File: config.mk
export PLATFORM = sky130hd
export DESIGN_NAME = hafd_frame_decoder
export DESIGN_NICKNAME = d
export VERILOG_FILES = /design/src/inc/hafd_pkg.sv /design/src/rtl/hafd_unescape.sv /design/src/rtl/hafd_apb_regs.sv /design/src/rtl/hafd_frame_decoder.sv
export SDC_FILE = /design/constraint.sdc
export NUM_CORES = 1
export LEC_CHECK = 0
export BUFFER_PORTS_ARGS = -buffer_cell sky130_fd_sc_hd__buf_4
export CAP_MARGIN = 20
export CORE_MARGIN = 1.5
export CORE_UTILIZATION = 45
export DETAILED_ROUTE_END_ITERATION = 7
export PLACE_DENSITY_LB_ADDON = 0.12
export SLEW_MARGIN = 20
export SYNTH_ARGS = -nofsm -noshare
export SYNTH_HDL_FRONTEND = slang
export SYNTH_SLANG_ARGS = --single-unit
File: constraint.sdc
create_clock -name pclk -period 6.1 [get_ports pclk]
set_input_delay 0.61 -clock pclk [delete_from_list [all_inputs] [get_ports pclk]]
set_output_delay 0.61 -clock pclk [all_outputs]
set_load 0.03 [all_outputs]
File: src/inc/hafd_pkg.sv
// Constants shared by the API frame decoder files.
// Assumes a byte stream already de-serialised and synchronous to pclk.
package hafd_pkg;
  localparam logic [7:0]  START_DELIM    = 8'h7E;
  localparam logic [7:0]  ESC_BYTE       = 8'h7D;
  localparam logic [7:0]  ESC_XOR        = 8'h20;
  localparam logic [7:0]  XON_BYTE       = 8'h11;
  localparam logic [7:0]  XOFF_BYTE      = 8'h13;
  localparam logic [7:0]  CSUM_GOOD      = 8'hFF;
  localparam logic [7:0]  TYPE_TX16      = 8'h01;
  localparam logic [7:0]  TYPE_LOCAL_CMD = 8'h08;
  localparam logic [7:0]  TYPE_LOCAL_RSP = 8'h88;
  localparam logic [7:0]  TYPE_TX_STATUS = 8'h89;
  localparam logic [15:0] ADDR_BCAST     = 16'hFFFF;
  localparam int          OPT_NO_ACK     = 0;
  localparam int          OPT_BCAST_PAN  = 2;
  // Body offsets counted from the frame type byte (frame offset 3).
  localparam logic [15:0] BOFS_ID        = 16'h0001;
  localparam logic [15:0] BOFS_HI        = 16'h0002;
  localparam logic [15:0] BOFS_LO        = 16'h0003;
  localparam logic [15:0] BOFS_OPT       = 16'h0004;
  localparam logic [15:0] BOFS_PAYLOAD   = 16'h0005;
  localparam logic [15:0] BOFS_PARAM     = 16'h0004;
  localparam logic [15:0] LEN_QUERY      = 16'h0004;
  localparam logic [15:0] LEN_TX_MIN     = 16'h0005;
  // Status codes for responses.
  localparam logic [7:0]  STAT_OK        = 8'h00;
  localparam logic [7:0]  STAT_ERROR     = 8'h01;
  // APB register map (byte addresses).
  localparam logic [7:0]  REG_CTRL       = 8'h00;
  localparam logic [7:0]  REG_STATUS     = 8'h04;
  localparam logic [7:0]  REG_MAXPAY     = 8'h08;
  localparam logic [7:0]  REG_COUNT      = 8'h0C;
  localparam int          CTRL_ESC_EN    = 0;
  localparam logic [15:0] MAXPAY_RESET   = 16'h0064;
  localparam logic [15:0] CMD_MAXPAY     = 16'h4E50;
  typedef enum logic [2:0] {
    HAFD_HUNT  = 3'b000,
    HAFD_LEN_H = 3'b001,
    HAFD_LEN_L = 3'b011,
    HAFD_BODY  = 3'b010,
    HAFD_CSUM  = 3'b110
  } hafd_state_e;
endpackage

File: src/rtl/hafd_unescape.sv
// Removes escape sequences from the incoming byte stream.
// Assumes in_valid is a one-cycle strobe per received byte.
`timescale 1ns/1ns
module hafd_unescape
  import hafd_pkg::*;
(
  input  wire logic       pclk,
  input  wire logic       presetn,
  input  wire logic       ce,
  input  wire logic       esc_en,
  input  wire logic       in_valid,
  input  wire logic [7:0] in_byte,
  output logic            out_valid,
  output logic            out_start,
  output logic [7:0]      out_byte
);
  logic pend_reg;

  // A raw delimiter always restarts framing, even after a stray escape.
  always_ff @(posedge pclk or negedge presetn) begin
    if (!presetn) begin
      pend_reg  <= 1'b0;
      out_valid <= 1'b0;
      out_start <= 1'b0;
      out_byte  <= 8'h00;
    end else if (ce) begin
      out_valid <= 1'b0;
      out_start <= 1'b0;
      if (in_valid) begin
        if (in_byte == START_DELIM) begin
          pend_reg  <= 1'b0;
          out_start <= 1'b1;
          out_valid <= 1'b1;
          out_byte  <= in_byte;
        end else if (esc_en && in_byte == ESC_BYTE && !pend_reg) begin
          pend_reg <= 1'b1;
        end else begin
          pend_reg  <= 1'b0;
          out_valid <= 1'b1;
          out_byte  <= pend_reg ? (in_byte ^ ESC_XOR) : in_byte;
        end
      end
    end
  end

  property p_esc_xor;
    @(posedge pclk) disable iff (!presetn)
    ce && in_valid && esc_en && pend_reg && in_byte != START_DELIM |=>
    out_valid && out_byte == ($past(in_byte) ^ ESC_XOR);
  endproperty
  a_esc_xor: assert property (p_esc_xor) else $error("escape not undone");
endmodule // hafd_unescape

File: src/rtl/hafd_apb_regs.sv
// APB slave holding control, status and parameter registers.
// Assumes a standard APB master; answers with zero wait states.
`timescale 1ns/1ns
module hafd_apb_regs
  import hafd_pkg::*;
(
  input  wire logic        pclk,
  input  wire logic        presetn,
  input  wire logic        ce,
  input  wire logic        psel,
  input  wire logic        penable,
  input  wire logic        pwrite,
  input  wire logic [7:0]  paddr,
  input  wire logic [31:0] pwdata,
  output logic             pready,
  output logic [31:0]      prdata,
  output logic             pslverr,
  input  wire logic [7:0]  stat_in,
  input  wire logic [15:0] frame_cnt,
  input  wire logic        maxpay_we,
  input  wire logic [15:0] maxpay_wd,
  output logic             esc_en,
  output logic [15:0]      maxpay
);
  logic        acc;
  logic        wr;
  logic        mapped;
  logic [31:0] rd_mux;
  assign acc    = psel && penable;
  assign wr     = acc && pready && pwrite;
  assign mapped = paddr == REG_CTRL || paddr == REG_STATUS || paddr == REG_MAXPAY ||
                  paddr == REG_COUNT;

  // A frame write and a bus write in the same cycle: the frame wins, being later news.
  always_ff @(posedge pclk or negedge presetn) begin
    if (!presetn) begin
      esc_en <= 1'b0;
      maxpay <= MAXPAY_RESET;
    end else if (ce) begin
      if (wr && paddr == REG_CTRL) esc_en <= pwdata[CTRL_ESC_EN];
      if (maxpay_we) maxpay <= maxpay_wd;
      else if (wr && paddr == REG_MAXPAY) maxpay <= pwdata[15:0];
    end
  end

  // Answer and read data are registered in the setup cycle, so the access cycle
  // that follows still completes at once while every bus output leaves a flip-flop.
  always_ff @(posedge pclk or negedge presetn) begin
    if (!presetn) begin
      pready  <= 1'b0;
      pslverr <= 1'b0;
      prdata  <= 32'h0000_0000;
    end else if (ce) begin
      pready  <= psel && !penable;
      pslverr <= psel && !penable && !mapped;
      prdata  <= rd_mux;
    end
  end

  always_comb begin
    rd_mux = 32'h0000_0000;
    unique case (paddr)
      REG_CTRL:   rd_mux = {31'h0000_0000, esc_en};
      REG_STATUS: rd_mux = {24'h00_0000, stat_in};
      REG_MAXPAY: rd_mux = {16'h0000, maxpay};
      REG_COUNT:  rd_mux = {16'h0000, frame_cnt};
      default:    rd_mux = 32'h0000_0000;
    endcase
  end
endmodule // hafd_apb_regs

File: src/rtl/hafd_frame_decoder.sv
// Host API frame decoder: parses transmit and local command frames.
// Assumes bytes arrive as one-cycle strobes synchronous to pclk.
// What this block does
// - Type 01 is transmit, answered with 89
// - Length at offset 1 counts body bytes
// - Frame ID echoed; zero suppresses responses
// - Destination at 5..6; FFFF means broadcast
// - Option bit0 no-ack, bit2 broadcast PAN
// - Payload from offset 8; max size queryable
// - Checksum is FF minus body sum
// - Type 08 is local command, answered 88
// - Offset 5..6 names the command
// - Parameter bytes set and apply at once
// - No parameter bytes means a query
// - Command response carries request frame ID
// - Transmit status reports transmission success
// - Command response always reports status OK
// - Frames start 7E; header excluded from sum
// - Escaped mode undoes 7D-prefixed bytes
// - Length and checksum use unescaped values
// - Bad checksum frames get no request or response; payload still streams
`timescale 1ns/1ns
module hafd_frame_decoder
  import hafd_pkg::*;
#(
  parameter int MAX_BODY = 256
)(
  input  wire logic        pclk,
  input  wire logic        presetn,
  input  wire logic        ce,
  input  wire logic        rx_valid,
  input  wire logic [7:0]  rx_byte,
  input  wire logic        psel,
  input  wire logic        penable,
  input  wire logic        pwrite,
  input  wire logic [7:0]  paddr,
  input  wire logic [31:0] pwdata,
  output logic             pready,
  output logic [31:0]      prdata,
  output logic             pslverr,
  input  wire logic        tx_done,
  input  wire logic        tx_ok,
  output logic             tx_req,
  output logic [15:0]      tx_dest,
  output logic             tx_bcast,
  output logic             tx_no_ack,
  output logic             tx_bcast_pan,
  output logic [15:0]      tx_len,
  output logic             pay_valid,
  output logic [7:0]       pay_byte,
  output logic             param_we,
  output logic [15:0]      param_cmd,
  output logic [7:0]       param_byte,
  output logic             rsp_valid,
  output logic [7:0]       rsp_type,
  output logic [7:0]       rsp_id,
  output logic [7:0]       rsp_status,
  output logic [15:0]      rsp_value
);
  logic        bv;
  logic        bstart;
  logic [7:0]  bb;
  logic        esc_en;
  logic [15:0] maxpay;
  hafd_state_e state_reg;
  logic [15:0] len_reg;
  logic [15:0] idx_reg;
  logic [7:0]  sum_reg;
  logic [7:0]  type_reg;
  logic [7:0]  id_reg;
  logic [7:0]  opt_reg;
  logic [15:0] addr_reg;
  logic [15:0] pval_reg;
  logic        tx_pend_reg;
  logic [7:0]  tx_id_reg;
  logic [15:0] cnt_reg;
  logic [7:0]  last_stat_reg;
  logic        good;
  logic        csum_ok;
  logic        known;
  logic        is_cmd;
  logic        mp_we;

  hafd_unescape u_unesc (
    .pclk      (pclk),
    .presetn   (presetn),
    .ce        (ce),
    .esc_en    (esc_en),
    .in_valid  (rx_valid),
    .in_byte   (rx_byte),
    .out_valid (bv),
    .out_start (bstart),
    .out_byte  (bb)
  );

  hafd_apb_regs u_regs (
    .pclk      (pclk),
    .presetn   (presetn),
    .ce        (ce),
    .psel      (psel),
    .penable   (penable),
    .pwrite    (pwrite),
    .paddr     (paddr),
    .pwdata    (pwdata),
    .pready    (pready),
    .prdata    (prdata),
    .pslverr   (pslverr),
    .stat_in   (last_stat_reg),
    .frame_cnt (cnt_reg),
    .maxpay_we (mp_we),
    .maxpay_wd (pval_reg),
    .esc_en    (esc_en),
    .maxpay    (maxpay)
  );

  assign csum_ok = (sum_reg + bb) == CSUM_GOOD;
  assign known   = type_reg == TYPE_TX16 || type_reg == TYPE_LOCAL_CMD;
  assign is_cmd  = type_reg == TYPE_LOCAL_CMD;
  assign good    = bv && state_reg == HAFD_CSUM && csum_ok && known;
  // The max-payload entry is mirrored in a register so software sees it too.
  assign mp_we   = good && is_cmd && len_reg > LEN_QUERY && addr_reg == CMD_MAXPAY;

  // Frame state machine; a delimiter anywhere restarts it.
  always_ff @(posedge pclk or negedge presetn) begin
    if (!presetn) begin
      state_reg <= HAFD_HUNT;
      len_reg   <= 16'h0000;
      idx_reg   <= 16'h0000;
      sum_reg   <= 8'h00;
    end else if (ce && bv) begin
      if (bstart) begin
        state_reg <= HAFD_LEN_H;
      end else begin
        unique case (state_reg)
          HAFD_HUNT: state_reg <= HAFD_HUNT;
          HAFD_LEN_H: begin
            len_reg[15:8] <= bb;
            state_reg     <= HAFD_LEN_L;
          end
          HAFD_LEN_L: begin
            len_reg[7:0] <= bb;
            idx_reg      <= 16'h0000;
            sum_reg      <= 8'h00;
            state_reg    <= ({len_reg[15:8], bb} == 16'h0000 ||
                             {len_reg[15:8], bb} > MAX_BODY[15:0]) ? HAFD_HUNT : HAFD_BODY;
          end
          HAFD_BODY: begin
            sum_reg <= sum_reg + bb;
            idx_reg <= idx_reg + 16'h0001;
            if (idx_reg + 16'h0001 == len_reg) state_reg <= HAFD_CSUM;
          end
          HAFD_CSUM: state_reg <= HAFD_HUNT;
          default:   state_reg <= HAFD_HUNT;
        endcase
      end
    end
  end

  // Field capture by body offset.
  always_ff @(posedge pclk or negedge presetn) begin
    if (!presetn) begin
      type_reg <= 8'h00;
      id_reg   <= 8'h00;
      opt_reg  <= 8'h00;
      addr_reg <= 16'h0000;
      pval_reg <= 16'h0000;
    end else if (ce && bv && !bstart && state_reg == HAFD_BODY) begin
      if (idx_reg == 16'h0000) type_reg <= bb;
      if (idx_reg == BOFS_ID) id_reg <= bb;
      if (idx_reg == BOFS_HI) addr_reg[15:8] <= bb;
      if (idx_reg == BOFS_LO) addr_reg[7:0] <= bb;
      if (idx_reg == BOFS_OPT) opt_reg <= bb;
      // The first value byte clears the upper byte, so a short value never
      // inherits bytes of an earlier frame.
      if (idx_reg == BOFS_PARAM) pval_reg <= {8'h00, bb};
      else if (idx_reg > BOFS_PARAM) pval_reg <= {pval_reg[7:0], bb};
    end
  end

  // Parameter writes wait for a good checksum, but payload bytes leave as they arrive,
  // so the downstream sinks must treat them as tentative until tx_req or rsp.
  always_ff @(posedge pclk or negedge presetn) begin
    if (!presetn) begin
      pay_valid  <= 1'b0;
      pay_byte   <= 8'h00;
      param_we   <= 1'b0;
      param_cmd  <= 16'h0000;
      param_byte <= 8'h00;
    end else if (ce) begin
      pay_valid <= bv && !bstart && state_reg == HAFD_BODY && type_reg == TYPE_TX16 &&
                   idx_reg >= BOFS_PAYLOAD;
      pay_byte  <= bb;
      param_we  <= good && is_cmd && len_reg > LEN_QUERY;
      param_cmd <= addr_reg;
      param_byte <= pval_reg[7:0];
    end
  end

  // Transmit request towards the radio, issued only for a verified frame.
  always_ff @(posedge pclk or negedge presetn) begin
    if (!presetn) begin
      tx_req       <= 1'b0;
      tx_dest      <= 16'h0000;
      tx_bcast     <= 1'b0;
      tx_no_ack    <= 1'b0;
      tx_bcast_pan <= 1'b0;
      tx_len       <= 16'h0000;
      tx_pend_reg  <= 1'b0;
      tx_id_reg    <= 8'h00;
    end else if (ce) begin
      tx_req <= 1'b0;
      if (good && !is_cmd && len_reg >= LEN_TX_MIN) begin
        tx_req       <= 1'b1;
        tx_dest      <= addr_reg;
        tx_bcast     <= addr_reg == ADDR_BCAST;
        tx_no_ack    <= opt_reg[OPT_NO_ACK];
        tx_bcast_pan <= opt_reg[OPT_BCAST_PAN];
        tx_len       <= len_reg - LEN_TX_MIN;
        tx_pend_reg  <= 1'b1;
        tx_id_reg    <= id_reg;
      end else if (tx_done) begin
        tx_pend_reg <= 1'b0;
      end
    end
  end

  // Responses; a command response takes priority over a finished transmission.
  always_ff @(posedge pclk or negedge presetn) begin
    if (!presetn) begin
      rsp_valid     <= 1'b0;
      rsp_type      <= 8'h00;
      rsp_id        <= 8'h00;
      rsp_status    <= STAT_OK;
      rsp_value     <= 16'h0000;
      cnt_reg       <= 16'h0000;
      last_stat_reg <= STAT_OK;
    end else if (ce) begin
      rsp_valid <= 1'b0;
      if (good) cnt_reg <= cnt_reg + 16'h0001;
      if (good && is_cmd) begin
        rsp_valid  <= id_reg != 8'h00;
        rsp_type   <= TYPE_LOCAL_RSP;
        rsp_id     <= id_reg;
        rsp_status <= STAT_OK;
        rsp_value  <= (len_reg == LEN_QUERY && addr_reg == CMD_MAXPAY) ? maxpay : 16'h0000;
        last_stat_reg <= STAT_OK;
      end else if (tx_done && tx_pend_reg) begin
        rsp_valid  <= tx_id_reg != 8'h00;
        rsp_type   <= TYPE_TX_STATUS;
        rsp_id     <= tx_id_reg;
        rsp_status <= tx_ok ? STAT_OK : STAT_ERROR;
        rsp_value  <= 16'h0000;
        last_stat_reg <= tx_ok ? STAT_OK : STAT_ERROR;
      end
    end
  end

  property p_bad_csum;
    @(posedge pclk) disable iff (!presetn)
    ce && bv && state_reg == HAFD_CSUM && !csum_ok |=> !tx_req && !rsp_valid && !param_we;
  endproperty
  a_bad_csum: assert property (p_bad_csum) else $error("bad frame acted on");

  property p_zero_id;
    @(posedge pclk) disable iff (!presetn) rsp_valid |-> rsp_id != 8'h00;
  endproperty
  a_zero_id: assert property (p_zero_id) else $error("response for zero id");

  property p_bcast;
    @(posedge pclk) disable iff (!presetn) tx_req |-> tx_bcast == (tx_dest == ADDR_BCAST);
  endproperty
  a_bcast: assert property (p_bcast) else $error("broadcast flag wrong");

  property p_cmd_rsp;
    @(posedge pclk) disable iff (!presetn)
    ce && good && is_cmd && id_reg != 8'h00 |=> rsp_valid && rsp_type == TYPE_LOCAL_RSP &&
    rsp_id == $past(id_reg);
  endproperty
  a_cmd_rsp: assert property (p_cmd_rsp) else $error("command response missing");

  property p_tx_req;
    @(posedge pclk) disable iff (!presetn)
    ce && good && type_reg == TYPE_TX16 && len_reg >= LEN_TX_MIN |=> tx_req &&
    tx_no_ack == $past(opt_reg[OPT_NO_ACK]);
  endproperty
  a_tx_req: assert property (p_tx_req) else $error("transmit not issued");

  property p_tx_stat;
    @(posedge pclk) disable iff (!presetn)
    rsp_valid && rsp_type == TYPE_TX_STATUS |-> rsp_status == ($past(tx_ok) ? STAT_OK : STAT_ERROR);
  endproperty
  a_tx_stat: assert property (p_tx_stat) else $error("status wrong");

  property p_hunt;
    @(posedge pclk) disable iff (!presetn)
    ce && bv && state_reg == HAFD_CSUM && !bstart |=> state_reg == HAFD_HUNT;
  endproperty
  a_hunt: assert property (p_hunt) else $error("no return to hunt");

  property p_start;
    @(posedge pclk) disable iff (!presetn) ce && bv && bstart |=> state_reg == HAFD_LEN_H;
  endproperty
  a_start: assert property (p_start) else $error("delimiter not taken");

  property p_unknown;
    @(posedge pclk) disable iff (!presetn)
    ce && bv && state_reg == HAFD_CSUM && !known |=> !tx_req && !param_we;
  endproperty
  a_unknown: assert property (p_unknown) else $error("unknown frame acted on");

  property p_param;
    @(posedge pclk) disable iff (!presetn)
    ce && good && is_cmd && len_reg > LEN_QUERY |=> param_we && param_cmd == $past(addr_reg);
  endproperty
  a_param: assert property (p_param) else $error("parameter write missing");

  property p_query;
    @(posedge pclk) disable iff (!presetn)
    ce && good && is_cmd && len_reg == LEN_QUERY && addr_reg == CMD_MAXPAY |=>
    rsp_value == $past(maxpay);
  endproperty
  a_query: assert property (p_query) else $error("query value wrong");

  property p_tx_rsp;
    @(posedge pclk) disable iff (!presetn)
    ce && tx_done && tx_pend_reg && !(good && is_cmd) && tx_id_reg != 8'h00 |=>
    rsp_valid && rsp_type == TYPE_TX_STATUS && rsp_id == $past(tx_id_reg);
  endproperty
  a_tx_rsp: assert property (p_tx_rsp) else $error("transmit status missing");

  property p_tx_fields;
    @(posedge pclk) disable iff (!presetn)
    ce && good && type_reg == TYPE_TX16 && len_reg >= LEN_TX_MIN |=>
    tx_bcast_pan == $past(opt_reg[OPT_BCAST_PAN]) && tx_len == $past(len_reg) - LEN_TX_MIN;
  endproperty
  a_tx_fields: assert property (p_tx_fields) else $error("transmit fields wrong");

  c_tx:    cover property (@(posedge pclk) tx_req);
  c_cmd:   cover property (@(posedge pclk) rsp_valid && rsp_type == TYPE_LOCAL_RSP);
  c_stat:  cover property (@(posedge pclk) rsp_valid && rsp_type == TYPE_TX_STATUS);
  c_param: cover property (@(posedge pclk) param_we);
  c_bcast: cover property (@(posedge pclk) tx_req && tx_bcast);
endmodule // hafd_frame_decoder

==> results.py, run 1 <==
metrics = {
    "global_routing": {
        "grt_pass1_wl_mm": 51.5,
        "grt_pass1_vias": 8918,
        "gr-total-overflow": 0,
        "antenna_found_initial": 0,
        "grtUsageTotal_pct": 22.4,
        "grt_max_degree": 163,
    },
    "layout": {
        "final_common_cell": "dfrtp_1",
        "multi_input_area_mm2": 0.00568,
        "nFillCells": 2481,
        "seq_area_mm2": 0.00656,
        "final_cell_mix": "dfrtp_1, buf_4, mux2_2, nor2_1, nand2_1",
        "drive_above_1_share_pct": 25.8,
        "post-route-util_pct": 54.2,
        "syn_to_final_growth_pct": 18.1,
        "diodes": 0,
        "finalNonFillerCells": 1655,
        "nets": 1329,
    },
    "sta": {
        "fmax_ghz": 0.231,
        "fin_crit_sh_pct": 70.8,
        "rsz0062_at_grt": "no",
        "min_period_ns": 4.32,
        "fin_skew_ns": 0.00865,
        "worst_pin_slew_ns": 0.959,
        "maxSlewHeadroom_pct": 35.5,
        "final_hold_viol_count": 0,
        "setup_viol": 0,
        "finalSetupTns_ns": 0,
        "drv_slew": 0,
    },
    "detailed_routing": {
        "wire_per_inst_um": 19.8,
        "via_per_inst": 5.59,
        "wl_mm": 32.7,
        "drc": 0,
        "ant_nets": 0,
        "drtIter0Drc": 703,
        "first_pass_iters": 5,
        "vias": 9252,
    },
    "placed_design": {
        "dp_hpwl_mm": 22.0,
        "place_congestion": 0.846,
        "port_buffers": 157,
        "dp_cells": 1604,
    },
    "status": {
        "run_status": "finished, final reports clean",
    },
    "power": {
        "powerDensity_mw_per_mm2": 294,
        "p_comb_share_pct": 16.5,
        "seq_power_share_pct": 43.9,
        "ir_drop_mv": 0.172,
        "switching_share_pct": 29.0,
        "power_leakage_uw": 0.00722,
        "clockPowerShare_pct": 39.6,
        "power.internal_uw": 3150,
        "power_switching_uw": 1290,
    },
    "critical_path": {
        "r2r_end": "rsp_value[15]",
        "reg2regPathDepth": 8,
        "r2r_setup_slack_ns": 1.78,
        "start_kind": "register",
        "crit_fanout": 51,
        "r2r-start": "u_unesc.out_byte[6]",
        "crit_type": "register to register",
        "required_ns": 6.47,
        "startpoint": "u_unesc.out_byte[6]",
        "crit_arrival_ns": 4.69,
        "endpoint_kind": "register",
    },
    "clock_tree": {
        "cts_root_buf": "clkbuf_16",
        "cts_max_level": 1,
        "clkSinkCount": 262,
        "post_cts_buffers": 0,
        "clockBufferDepth": 3,
        "cts_tree": "yes",
        "numCtsBuffers": 29,
        "cts_resized": 0,
        "clk_pin_slew_ns": 0.06,
        "hold_buffers": 0,
        "insertion_delay_ns": 0.53,
    },
    "floorplan": {
        "die-area_mm2": 0.0294,
        "core_mm2": 0.0279,
        "die_h_um": 171,
        "fp-row-count": 61,
        "chipWidth_um": 171,
        "ioPinCount": 202,
        "initial_core_util_pct": 45.8,
    },
    "yosys": {
        "syn-cell-area_mm2": 0.0128,
        "async_flop_share_pct": 100,
        "netlist-cell-type-count": 69,
        "synth-edff-count": 0,
        "ys.flop_type": "dfrtp_1",
        "seq_area_frac_synth_pct": 51.4,
        "synth-seq-cells": 262,
        "syn_inst": 1136,
        "yosys_warnings": 0,
        "syn_area_per_cell_um2": 11.2,
    },
    "min_path": {
        "holdCritPathClass": "input port to async pin",
    },
    "run": {
        "drv_cap": 0,
    },
}
critical path, stage by stage, from the launching register on:
cell and delay [ns]:
dfrtp_1 0.76, ha_1 0.42, a21o_1 0.23, a2111oi_0 0.44
nor3_1 0.18, o2111ai_4 0.52, buf_4 0.56, o21a_1 0.78
o21ai_0 0.22
power by group through the flow:
| stage | Combinational [µW] | Clock (µW) | Sequential (µW) |
|---|---|---|---|
| after floorplan | 502 | 0 | 1950 |
| after global placement | 719 | 0 | 1980 |
| after detailed placement | 724 | 0 | 1980 |
| after CTS | 727 | 1790 | 1950 |
| after global routing | 805 | 1860 | 1960 |
| final | 731 | 1760 | 1950 |
layout make-up:
type                    instances  share of cell area (%)
well taps                     378                    3.13
repair buffers                169                    8.54
clock buffers                  45                    5.87
flip-flops and latches        262                    43.5
inverters                      31                   0.771
clock inverters                 6                   0.564
multi-input cells             764                    37.6
cells by family (layout without fill, tap and decap cells):
group           count (synthesis)  in the layout  synth area share [%]
other cells                     1             28                0.0294
flops                         262            262                  51.4
xor+xnor                       57             57                  3.91
mux                           157            157                  13.7
fa+ha+maj                      15             15                  1.53
simple gates                  322            322                  13.3
buf+inv                       137            251                  5.22
compound gates                185            185                  10.9
stage by stage:
| step | cell area (µm²) | setup WS [ns] | hold WS (ns) | power, µW |
|---|---|---|---|---|
| global placement | 14100 | 1.84 | 0.462 | 2700 |
| detailed placement | 14100 | 1.79 | 0.473 | 2710 |
| finish | 15100 | 1.78 | 0.0966 | 4440 |
| floorplan | 12900 | 3.07 | 0.314 | 2450 |
| CTS | 15100 | 1.79 | 0.130 | 4470 |
| global route | 15100 | 1.34 | 0.145 | 4630 |
cells in the mapped netlist (all sizes together) (12+ instances only):
library cell  count  area (µm²)
buf              53         350
ha               14         175
and3             12        75.1
mux2            136        1530
a21oi            18        90.1
a22o             14         123
clkbuf           53         200
dfrtp           259        6480
nand2            58         218
inv              30         113
nor4             43         275
nand3            28         145
o31a             18         158
nor2             58         218
nor3             53         270
mux2i            20         200
o2bb2ai          23         201
nand4            17         106
xor2             32         280
o211ai           12        90.1
a311oi           17         149
o21ai            45         225
xnor2            25         219
routing by layer:
metal | global-route usage, % | up-vias | part of all wire, %
met5 | 0 | - | 0
met4 | 4.77 | 0 | 2.0
met3 | 2.88 | 41 | 4.6
met2 | 36.6 | 245 | 47
met1 | 32.0 | 4623 | 46
li1 | - | 4343 | -
worst max path at each step:
stage                         end  slack, ns  depth (start not counted)
floorplan               tx_len[9]       3.07                          9
global route         rsp_value[2]       1.34                          8
CTS                     rsp_id[0]       1.79                          8
global placement        rsp_id[0]       1.84                          8
finish              rsp_value[15]       1.78                          8
detailed placement      rsp_id[0]       1.79                          8
Note: power is estimated with default switching activity, not from simulation.
==> run 2: changes to the inputs <==
==> constraint.sdc (replaced) <==
create_clock -name pclk -period 3.9 [get_ports pclk]
set_input_delay 0.39 -clock pclk [delete_from_list [all_inputs] [get_ports pclk]]
set_output_delay 0.39 -clock pclk [all_outputs]
set_load 0.03 [all_outputs]
==> run 2 against run 1 <==
Compared with the run above:
- flip-flop and latch count stayed put
- critical endpoint is now rsp_id[6]
- via count is 0.17% higher
- first-iteration DRC count is 15% lower
- maximum frequency is 29% higher
==> results.py, run 2 (synthesis results as in run 1) <==
metrics = {
    "status": {
        "run_status": "finished, final reports clean",
    },
    "sta": {
        "maxSlewHeadroom_pct": 39.4,
        "fin_skew_ns": 0.0158,
        "setup_slack_ns": 0.547,
        "final_hold_viol_count": 0,
        "drv_slew": 0,
        "fmax_ghz": 0.298,
        "fin_crit_sh_pct": 86.0,
        "finalSetupTns_ns": 0,
        "rsz0062_at_grt": "no",
        "min_period_ns": 3.35,
        "worst_pin_slew_ns": 0.906,
        "setup_viol": 0,
    },
    "floorplan": {
        "chipWidth_um": 171,
        "initial_core_util_pct": 45.8,
        "core_mm2": 0.0279,
        "die_h_um": 171,
        "die-area_mm2": 0.0294,
        "fp-row-count": 61,
        "ioPinCount": 202,
    },
    "layout": {
        "post-route-util_pct": 55.1,
        "nets": 1350,
        "diodes": 0,
        "final_cell_mix": "dfrtp_1, buf_4, mux2_2, nor2_1, nand2_1",
        "final_common_cell": "dfrtp_1",
        "multi_input_area_mm2": 0.00567,
        "nFillCells": 2457,
        "syn_to_final_growth_pct": 20.1,
        "finalNonFillerCells": 1678,
        "drive_above_1_share_pct": 27.0,
        "seq_area_mm2": 0.00656,
    },
    "critical_path": {
        "r2r-start": "u_unesc.out_byte[0]",
        "start_kind": "register",
        "required_ns": 4.32,
        "crit_path_end": "rsp_id[6]",
        "crit_fanout": 11,
        "startpoint": "u_unesc.out_byte[0]",
        "endpoint_kind": "register",
        "reg2regPathDepth": 8,
        "crit_type": "register to register",
        "r2r_setup_slack_ns": 0.55,
        "r2r_end": "rsp_id[6]",
        "crit_arrival_ns": 3.78,
    },
    "clock_tree": {
        "cts_max_level": 1,
        "numCtsBuffers": 29,
        "cts_tree": "yes",
        "cts_root_buf": "clkbuf_16",
        "hold_buffers": 1,
        "cts_resized": 0,
        "clockBufferDepth": 3,
        "clkSinkCount": 262,
        "insertion_delay_ns": 0.55,
        "post_cts_buffers": 0,
        "clk_pin_slew_ns": 0.06,
    },
    "min_path": {
        "hold_start": "rx_byte[4]",
        "holdCritPathClass": "input port to register",
    },
    "detailed_routing": {
        "wire_per_inst_um": 19.4,
        "wl_mm": 32.5,
        "first_pass_iters": 4,
        "ant_nets": 0,
        "drc": 0,
        "via_per_inst": 5.52,
        "vias": 9268,
        "drtIter0Drc": 600,
    },
    "placed_design": {
        "dp_cells": 1624,
        "port_buffers": 157,
        "dp_hpwl_mm": 22.6,
        "place_ws_ns": 0.586,
        "place_congestion": 0.852,
    },
    "run": {
        "drv_cap": 0,
    },
    "global_routing": {
        "gr-total-overflow": 0,
        "antenna_found_initial": 0,
        "grtUsageTotal_pct": 22.4,
        "grt_pass1_wl_mm": 51.3,
        "grt_pass1_vias": 8955,
        "grt_max_degree": 99,
    },
    "power": {
        "switching_share_pct": 28.5,
        "ir_drop_mv": 0.278,
        "clockPowerShare_pct": 40.8,
        "seq_power_share_pct": 41.6,
        "power_leakage_uw": 0.00737,
        "p_comb_share_pct": 17.6,
        "power_switching_uw": 2050,
        "powerDensity_mw_per_mm2": 468,
        "power.internal_uw": 5130,
    },
}
## run 2: worst max-delay path, cell delays in order, from the launching register on
cell	delay [ns]
dfrtp_1	0.38
ha_1	0.23
fa_1	0.41
a211oi_1	0.43
o211a_1	0.25
nor3_1	0.08
nor3_2	0.60
nand2_1	0.45
a221oi_1	0.41
## run 2: metrics by stage
stage                     cell area, µm²  hold slack (ns)  power, µW
final                              15300           0.0913       7180
after global routing               15300           0.0739       7480
after CTS                          15300           0.0698       7250
after detailed placement           14300            0.439       4290
after global placement             14300            0.440       4290
after floorplan                    12900           0.0944       3840
## run 2: per-layer routing
metal / share of wire [%] / wire length, µm / vias to the layer above / global-route usage, %
li1: - / - / 4397 / -
met1: 46 / 14900 / 4579 / 31.4
met2: 47 / 15300 / 243 / 36.8
met3: 5.3 / 1720 / 49 / 3.31
met4: 2.0 / 644 / 0 / 4.88
met5: 0 / 0 / - / 0
## run 2: worst min path at each step
stage               slack [ns]                  end  depth (start not counted)
floorplan                 0.09          addr_reg[0]                          0
CTS                       0.07  u_unesc.out_byte[4]                          2
finish                    0.09  u_unesc.out_byte[4]                          2
global placement          0.44     u_regs.prdata[2]                          1
global route              0.07  u_unesc.out_byte[4]                          2
detailed placement        0.44     u_regs.prdata[2]                          1
## run 2: final cells by class
cell class	instances	area share (%)
inverter	31	0.759
clock inverter	13	1.30
clock buffer	40	5.46
multi-input combinational	764	36.9
sequential	262	42.8
timing repair buffer	190	9.69
tap	378	3.08
## run 2: power by group through the flow
stage	logic (µW)	registers (µW)	clock network, µW
global route	1390	3000	3090
CTS	1270	2990	2990
global placement	1260	3030	0
detailed placement	1260	3030	0
finish	1260	2990	2930
floorplan	785	3060	0
